File: src/hw/acs_pkg.sv
/*
  Constants, register map and state encoding for the converter chain
  sequencer. Assumes a single 100 MHz clock and an 8-bit byte address
  on the register port.
*/
// Operation
// Normal start outside cross-trigger mode scans the chain repeatedly.
// Software or timer channel 5 injected request runs, then scan restarts.
// Chain abort stops the scan; next scan converts each channel once in order.
// Software sets abort with start cleared, restarts only after abort completes.
// With clear-select set, DMA request holds until a data register is read.
// Compare timing 00 is forbidden; the converter behaves as 01.
package acs_pkg;

  localparam int NCH = 8;
  localparam int CH_W = 3;
  localparam int DATA_W = 10;
  localparam int ADDR_W = 8;
  localparam int CYC_W = 5;

  localparam logic [7:0] OFF_MAIN = 8'h00;
  localparam logic [7:0] OFF_CHAIN = 8'h04;
  localparam logic [7:0] OFF_DMA = 8'h08;
  localparam logic [7:0] OFF_TIMING = 8'h0C;
  localparam logic [7:0] OFF_STATUS = 8'h10;
  localparam logic [7:0] OFF_INJ_CH = 8'h14;
  localparam logic [7:0] OFF_INJ_DATA = 8'h18;
  localparam logic [7:0] OFF_DATA0 = 8'h20;

  localparam int MAIN_NORMAL_CHAIN_START_BIT = 0;
  localparam int MAIN_INJECTED_START_BIT = 1;
  localparam int MAIN_ABORT_BIT = 2;
  localparam int MAIN_XTRIG_BIT = 3;

  localparam int DMA_EN_BIT = 0;
  localparam int DMA_CLR_SEL_BIT = 1;

  localparam int TIM_CMP_LSB = 0;
  localparam int TIM_SMP_LSB = 2;
  localparam logic [1:0] CMP_FORBIDDEN = 2'h0;
  localparam logic [1:0] CMP_SUBST = 2'h1;
  localparam logic [5:0] TIM_RESET = 6'h05;

  localparam int STAT_BUSY_BIT = 0;
  localparam int STAT_INJ_BIT = 1;
  localparam int STAT_ABORT_DONE_BIT = 2;
  localparam int STAT_CH_LSB = 4;

  // Conversion time in clocks is this base plus sample and compare fields
  localparam logic [CYC_W-1:0] CONV_BASE_CYCLES = 5'h04;

  typedef enum logic [2:0] {
    ST_IDLE = 3'h1,
    ST_NORM = 3'h2,
    ST_INJ = 3'h4
  } acs_state_e;

endpackage

File: src/hw/acs_conv_if.sv
/*
  Link between the sequencer and its conversion timer.
  Assumes both ends run on the same clock.
*/
`timescale 1ns/1ps
interface acs_conv_if;
  logic start;
  logic abort;
  logic [acs_pkg::CYC_W-1:0] cycles;
  logic done;

  modport ctrl (output start, output abort, output cycles, input done);
  modport eng (input start, input abort, input cycles, output done);
endinterface

File: src/hw/acs_chain_seq.sv
/*
  Converter chain sequencer: register port, scan chain control,
  injected conversions, chain abort and DMA request.
  Assumes timer trigger, DMA acknowledge and sample data come from
  logic on the same clock; the sample is valid when a conversion ends.
*/
`timescale 1ns/1ps
module acs_chain_seq (
  input wire logic clock_i,
  input wire logic rst_n_i,
  input wire logic [7:0] addr_i,
  input wire logic [31:0] wdata_i,
  input wire logic wr_i,
  input wire logic rd_i,
  output logic [31:0] rdata_o,
  input wire logic timer_trig_i,
  input wire logic [9:0] adc_sample_i,
  input wire logic dma_ack_i,
  output logic [2:0] mux_sel_o,
  output logic dma_req_o
);

  typedef struct packed {
    acs_pkg::acs_state_e state;
    logic normal_chain_start;
    logic xtrig;
    logic abort_pend;
    logic abort_done;
    logic inj_pend;
    logic [acs_pkg::NCH-1:0] chain_mask;
    logic dma_en;
    logic dma_clear_select;
    logic [5:0] timing;
    logic [acs_pkg::CH_W-1:0] inj_ch;
    logic [acs_pkg::CH_W-1:0] ch;
    logic [acs_pkg::CH_W-1:0] mux_sel;
    logic [acs_pkg::NCH-1:0][acs_pkg::DATA_W-1:0] data;
    logic [acs_pkg::DATA_W-1:0] inj_data;
    logic dma_req;
    logic [31:0] rdata;
  } acs_seq_s;

  localparam acs_seq_s RESET_S = '{
    state: acs_pkg::ST_IDLE,
    timing: acs_pkg::TIM_RESET,
    default: '0
  };

  acs_seq_s q;
  acs_seq_s d;
  acs_conv_if cv ();

  acs_conv_timer u_tmr (
    .clock_i(clock_i),
    .rst_n_i(rst_n_i),
    .cv(cv)
  );

  ////////////////////////////////////////////////////////////////////////
  // Helpers

  // Lowest enabled channel at or above from; msb of the result is found
  function automatic logic [3:0] seek(input logic [7:0] mask, input logic [3:0] from);
    logic [3:0] r;
    r = 4'h0;
    for (int i = acs_pkg::NCH - 1; i >= 0; i--)
    begin
      if (mask[i] && (4'(i) >= from))
        r = {1'b1, 3'(i)};
    end
    return r;
  endfunction

  function automatic logic is_data(input logic [7:0] a);
    return a[7:5] == acs_pkg::OFF_DATA0[7:5];
  endfunction

  logic [3:0] first_w;
  logic [3:0] next_w;
  logic run_w;
  logic [1:0] cmp_w;
  logic data_rd_w;

  assign first_w = seek(q.chain_mask, 4'h0);
  assign next_w = seek(q.chain_mask, {1'b0, q.ch} + 4'h1);
  assign run_w = q.normal_chain_start && !q.xtrig;
  assign data_rd_w = rd_i && is_data(addr_i);
  // Forbidden compare setting runs as the substitute one
  assign cmp_w = (q.timing[acs_pkg::TIM_CMP_LSB +: 2] == acs_pkg::CMP_FORBIDDEN) ?
                 acs_pkg::CMP_SUBST : q.timing[acs_pkg::TIM_CMP_LSB +: 2];

  ////////////////////////////////////////////////////////////////////////
  // Next state

  always_comb
  begin
    d = q;
    cv.start = 1'b0;
    cv.abort = 1'b0;
    cv.cycles = acs_pkg::CONV_BASE_CYCLES + 5'(q.timing[acs_pkg::TIM_SMP_LSB +: 4])
                + 5'(cmp_w);
    d.rdata = '0;

    unique case (q.state)
      acs_pkg::ST_IDLE:
      begin
        if (q.abort_pend)
        begin
          d.abort_pend = 1'b0;
          d.abort_done = 1'b1;
        end
        else if (q.inj_pend)
        begin
          cv.start = 1'b1;
          d.inj_pend = 1'b0;
          d.mux_sel = q.inj_ch;
          d.state = acs_pkg::ST_INJ;
        end
        else if (run_w && first_w[3])
        begin
          cv.start = 1'b1;
          d.ch = first_w[2:0];
          d.mux_sel = first_w[2:0];
          d.state = acs_pkg::ST_NORM;
        end
      end
      acs_pkg::ST_NORM:
      begin
        if (q.abort_pend)
        begin
          // Pointer restarts at the first channel, so no channel repeats
          cv.abort = 1'b1;
          d.abort_pend = 1'b0;
          d.abort_done = 1'b1;
          d.state = acs_pkg::ST_IDLE;
        end
        else if (q.inj_pend)
        begin
          // Restart drops the conversion in flight, so the slot never sits idle
          cv.start = 1'b1;
          d.inj_pend = 1'b0;
          d.mux_sel = q.inj_ch;
          d.state = acs_pkg::ST_INJ;
        end
        else if (cv.done)
        begin
          d.data[q.ch] = adc_sample_i;
          d.dma_req = q.dma_req | q.dma_en;
          if (next_w[3])
          begin
            cv.start = 1'b1;
            d.ch = next_w[2:0];
            d.mux_sel = next_w[2:0];
          end
          else if (run_w && first_w[3])
          begin
            cv.start = 1'b1;
            d.ch = first_w[2:0];
            d.mux_sel = first_w[2:0];
          end
          else
            d.state = acs_pkg::ST_IDLE;
        end
      end
      acs_pkg::ST_INJ:
      begin
        if (cv.done)
        begin
          d.inj_data = adc_sample_i;
          if (run_w && first_w[3])
          begin
            cv.start = 1'b1;
            d.ch = first_w[2:0];
            d.mux_sel = first_w[2:0];
            d.state = acs_pkg::ST_NORM;
          end
          else
            d.state = acs_pkg::ST_IDLE;
        end
      end
      default:
        d.state = acs_pkg::ST_IDLE;
    endcase

    // DMA clear: by data read under clear-select, else by acknowledge
    if (q.dma_clear_select ? data_rd_w : dma_ack_i)
      d.dma_req = 1'b0;
    if (q.state == acs_pkg::ST_NORM && cv.done && !q.abort_pend && !q.inj_pend && q.dma_en)
      d.dma_req = 1'b1;

    if (wr_i)
    begin
      unique case (addr_i)
        acs_pkg::OFF_MAIN:
        begin
          d.normal_chain_start = wdata_i[acs_pkg::MAIN_NORMAL_CHAIN_START_BIT];
          d.xtrig = wdata_i[acs_pkg::MAIN_XTRIG_BIT];
          if (wdata_i[acs_pkg::MAIN_INJECTED_START_BIT])
            d.inj_pend = 1'b1;
          if (wdata_i[acs_pkg::MAIN_ABORT_BIT])
          begin
            d.abort_pend = 1'b1;
            d.abort_done = 1'b0;
          end
        end
        acs_pkg::OFF_CHAIN: d.chain_mask = wdata_i[acs_pkg::NCH-1:0];
        acs_pkg::OFF_DMA:
        begin
          d.dma_en = wdata_i[acs_pkg::DMA_EN_BIT];
          d.dma_clear_select = wdata_i[acs_pkg::DMA_CLR_SEL_BIT];
        end
        acs_pkg::OFF_TIMING: d.timing = wdata_i[5:0];
        acs_pkg::OFF_INJ_CH: d.inj_ch = wdata_i[acs_pkg::CH_W-1:0];
        default: ;
      endcase
    end
    if (timer_trig_i)
      d.inj_pend = 1'b1;

    if (rd_i)
    begin
      if (is_data(addr_i))
        d.rdata = 32'(q.data[addr_i[4:2]]);
      else
      begin
        unique case (addr_i)
          acs_pkg::OFF_MAIN:
            d.rdata = 32'({q.xtrig, q.abort_pend, 1'b0, q.normal_chain_start});
          acs_pkg::OFF_CHAIN: d.rdata = 32'(q.chain_mask);
          acs_pkg::OFF_DMA: d.rdata = 32'({q.dma_clear_select, q.dma_en});
          acs_pkg::OFF_TIMING: d.rdata = 32'(q.timing);
          acs_pkg::OFF_STATUS:
            d.rdata = 32'({q.ch, 1'b0, q.abort_done, q.state == acs_pkg::ST_INJ,
                           q.state != acs_pkg::ST_IDLE});
          acs_pkg::OFF_INJ_CH: d.rdata = 32'(q.inj_ch);
          acs_pkg::OFF_INJ_DATA: d.rdata = 32'(q.inj_data);
          default: d.rdata = '0;
        endcase
      end
    end
  end

  always_ff @(posedge clock_i or negedge rst_n_i)
  begin
    if (!rst_n_i)
      q <= RESET_S;
    else
      q <= d;
  end

  assign rdata_o = q.rdata;
  assign mux_sel_o = q.mux_sel;
  assign dma_req_o = q.dma_req;
endmodule

File: src/hw/acs_conv_timer.sv
/*
  Conversion timer: counts one conversion and pulses done at its end.
  Assumes start and abort are never raised together.
*/
`timescale 1ns/1ps
module acs_conv_timer (
  input wire logic clock_i,
  input wire logic rst_n_i,
  acs_conv_if.eng cv
);

  typedef struct packed {
    logic busy;
    logic [acs_pkg::CYC_W-1:0] cnt;
    logic done;
  } acs_tmr_s;

  acs_tmr_s q;
  acs_tmr_s d;

  always_comb
  begin
    d = q;
    d.done = 1'b0;
    if (cv.abort)
    begin
      d.busy = 1'b0;
    end
    else if (cv.start)
    begin
      d.busy = 1'b1;
      d.cnt = cv.cycles;
    end
    else if (q.busy)
    begin
      if (q.cnt == 5'h01)
      begin
        d.busy = 1'b0;
        d.done = 1'b1;
      end
      d.cnt = q.cnt - 5'h01;
    end
  end

  always_ff @(posedge clock_i or negedge rst_n_i)
  begin
    if (!rst_n_i)
      q <= '0;
    else
      q <= d;
  end

  assign cv.done = q.done;

endmodule

File: config.mk
export PLATFORM = sky130hd
export DESIGN_NAME = acs_chain_seq
export DESIGN_NICKNAME = d
export VERILOG_FILES = /design/src/hw/acs_pkg.sv /design/src/hw/acs_conv_if.sv /design/src/hw/acs_chain_seq.sv /design/src/hw/acs_conv_timer.sv
export SDC_FILE = /design/constraint.sdc
export NUM_CORES = 1
export LEC_CHECK = 0
export CAP_MARGIN = 10
export CORE_AREA = 4 4 165 167
export CTS_CLUSTER_SIZE = 10
export DETAILED_ROUTE_END_ITERATION = 7
export DIE_AREA = 0 0 169 171
export DONT_BUFFER_PORTS = 1
export SLEW_MARGIN = 10
export SYNTH_ARGS = -nofsm -noshare
export SYNTH_HDL_FRONTEND = slang
export SYNTH_SLANG_ARGS = --single-unit
File: constraint.sdc
create_clock -name clock_i -period 2.6 [get_ports clock_i]
set_input_delay 0.39 -clock clock_i [delete_from_list [all_inputs] [get_ports clock_i]]
set_output_delay 0.39 -clock clock_i [all_outputs]
set_load 0.02 [all_outputs]
==> flow_metrics.py <==
metrics = {
    "die": {
        "die_w_um": 169,
        "rows": 59,
        "core_area_um2": 25760,
        "die-area_um2": 28900,
        "io_pins": 92,
        "die_y_um": 171,
        "initial_utilization_pct": 29.55,
    },
    "synthesis": {
        "yosys_warnings": 0,
        "synth_flop_cell": "dfrtp_1",
        "synth_top_cell_by_area": "dfrtp_1",
        "synth_edf_count": 0,
        "synth_seq_cells": 141,
        "synth_seq_area_share_pct": 46.40,
        "ys_top_cells_by_area": "dfrtp_1 45%, mux2_2 17%, mux4_2 6.2%, buf_4 3.6%, a21oi_1 1.8%",
        "synthArstFlopShare_pct": 100.0,
        "yosysUniqueCellTypes": 78,
        "synth_area_um2": 7612,
        "syn_inst": 622,
        "yosys.area.top_type_share_pct": 45.36,
        "syn_avg_cell_area_um2": 12.24,
    },
    "global_route": {
        "grt_pass1_vias": 4959,
        "grt_max_degree": 142,
        "overflow": 0,
        "antenna_found_initial": 1,
        "grt_pass1_wl_mm": 29.19,
        "grt_usage_pct": 13.03,
    },
    "route": {
        "postRouteWirelength_mm": 18.57,
        "first_pass_iters": 5,
        "wl_per_cell_um": 18.95,
        "post-route-drc-count": 0,
        "vias": 4972,
        "viasPerCell": 5.073,
        "drt_iter0_drc": 310,
        "antenna_left": 0,
    },
    "timing": {
        "finalCriticalPeriod_ps": 2419,
        "worst_hold_slack_ps": -348.4,
        "hold_viol": 141,
        "period_share_pct": 93.02,
        "fin_setup_tns_ps": 0,
        "max_slew_margin_pct": 62.19,
        "worst_pin_slew_ps": 567.2,
        "rsz0062_at_grt": "false",
        "fmax_ghz": 0.4135,
        "finalSetupViolCount": 0,
        "skew_ps": 12.80,
        "final_max_slew_viol_count": 0,
    },
    "clock_network": {
        "cts_max_level": 4,
        "cts_inserted_buffers": 17,
        "clock_latency_ps": 430,
        "ctsResizeCount": 0,
        "cts_tree": "built",
        "cts_root_buffer": "clkbuf_16",
        "path_clk_slew_ps": 60,
        "cts_setup_buffers": 0,
        "cts_sinks": 141,
        "clock_path_buffers": 2,
    },
    "placed_design": {
        "routabilityCongestion": 0.8579,
        "dp.cells": 948,
        "io_buffer_count": 0,
        "post-dp-hpwl_mm": 12.79,
    },
    "layout": {
        "mostFrequentLayoutCells": "138 x dfrtp_1, 116 x mux2_2, 35 x nor2_1",
        "final_nets": 694,
        "final_common_cell": "dfrtp_1",
        "diodes": 0,
        "post_layout_nonfiller_instances": 980,
        "final_layout_size_suffix_gt1_share_pct": 35.50,
        "areaGrowthSynthToFinish_pct": 12.72,
    },
    "run": {
        "drv_cap": 0,
    },
    "worst_setup_path": {
        "critPathKind": "reg2reg",
        "worstSetupStartpointType": "register",
        "critPathArrivalTime_ps": 2760,
        "required_ps": 2940,
        "critPathMaxFanout": 8,
        "cp-end-kind": "register",
    },
    "run_status": {
        "outcome": "finished, violations left",
        "failed_checks": "negative hold slack",
    },
    "power": {
        "pwr-share-clk_pct": 40.8,
        "power.share.switching_pct": 30.01,
        "pwr-share-comb_pct": 16.7,
        "seq_power_share_pct": 42.5,
        "p_int_mw": 4.329,
        "power.density_nw_per_um2": 720.8,
        "p_leak_nw": 3.745,
        "power.switching_mw": 1.856,
        "peakVddDrop_mv": 0.5110,
    },
    "worst_hold_path": {
        "min_path_type": "in2async",
    },
}
## power by group through the flow
stage | clock network (mW) | logic [mW] | registers, mW
after floorplan | 0 | 0.968 | 2.54
after global placement | 0 | 1.01 | 2.66
after detailed placement | 0 | 1.02 | 2.67
after CTS | 2.58 | 1.03 | 2.63
after global routing | 2.67 | 1.15 | 2.66
final | 2.52 | 1.03 | 2.63
## area by class of cell
class,instances,area (um2)
fillers,2520,17180
multi-input cells,429,3735
flip-flops and latches,141,3532
clock buffers,17,425.4
well taps,335,419.2
repair buffers,30,237.7
clock inverters,15,182.7
inverters,13,48.80
## worst paths after layout
| check | start | endpoint | slack [ps] | cells after the start |
|---|---|---|---|---|
| hold / removal | rst_n_i | asynchronous set/reset pin | -350 | 0 |
| setup / recovery | q[126] | u_tmr.q[3] | 180 | 7 |
| min in group clock_i | wdata_i[2] | q[149] | 40 | 1 |
| setup reg to reg | q[126] | u_tmr.q[3] | 180 | 7 |
| max in group asynchronous | rst_n_i | q[153] | 2670 | 0 |
| hold reg to reg | register | register | 500 | 1 |
## metrics by stage
stage	worst slack, ps	utilization (%)	power [mW]	hold WS [ps]	area, um2
2_1_floorplan	322.1	-	3.505	94.41	7691
3_3_place_gp	232.6	30.95	3.671	99.25	7973
3_5_place_dp	211.7	30.95	3.690	99.17	7973
4_1_cts	190.9	33.31	6.234	-366.1	8581
5_1_grt	7.414	33.31	6.475	-366.5	8581
6_report	181.5	33.31	6.185	-348.4	8581
## synth_stat cells, types with 3 or more instances
cell,count
dfrtp_1,138
mux2_2,116
buf_4,37
nor2_1,35
a21oi_1,27
nand2_1,25
o21ai_0,22
mux4_2,21
inv_1,12
nor3_1,12
mux2i_1,11
nor2b_1,11
buf_2,8
clkbuf_1,8
a221oi_1,7
nand2b_1,7
buf_1,6
o21a_1,6
ha_1,5
and2_1,4
and3_1,4
nand3_1,4
nand3b_1,4
a211o_1,3
a211oi_1,3
a21o_1,3
a221o_1,3
a22o_1,3
a22oi_1,3
dfstp_2,3
nor3b_1,3
o21ai_1,3
o31ai_1,3
or2_2,3
## worst max-delay path, cell delays in order (launching register included)
cell,delay (ps)
dfrtp_1,380
ha_1,280
a21boi_1,180
o21ai_1,290
o211ai_2,230
o31a_4,420
or4_1,470
o221ai_1,80
## metal layers
metal	GRT usage (%)	up-vias	part of all wire, %
met5	0	-	0.065
met1	17.28	2535	45
li1	-	2283	-
met4	3.885	2	1.8
met2	21.37	128	48
met3	3.096	24	4.8
## cell families (layout without fill, tap and decap cells)
kind of cell	count (synthesis)	count (layout)	synth area share [%]
and+or+nand+nor	138	138	10.96
buffers and inverters	73	75	5.654
AOI/OAI and AO/OA	110	110	10.39
xor gates and xnor gates	3	3	0.3452
muxes	150	150	25.12
adders and majority gates	6	6	1.085
other	1	22	0.04926
DFF	141	141	46.40
(Power assumes the default switching activity.)
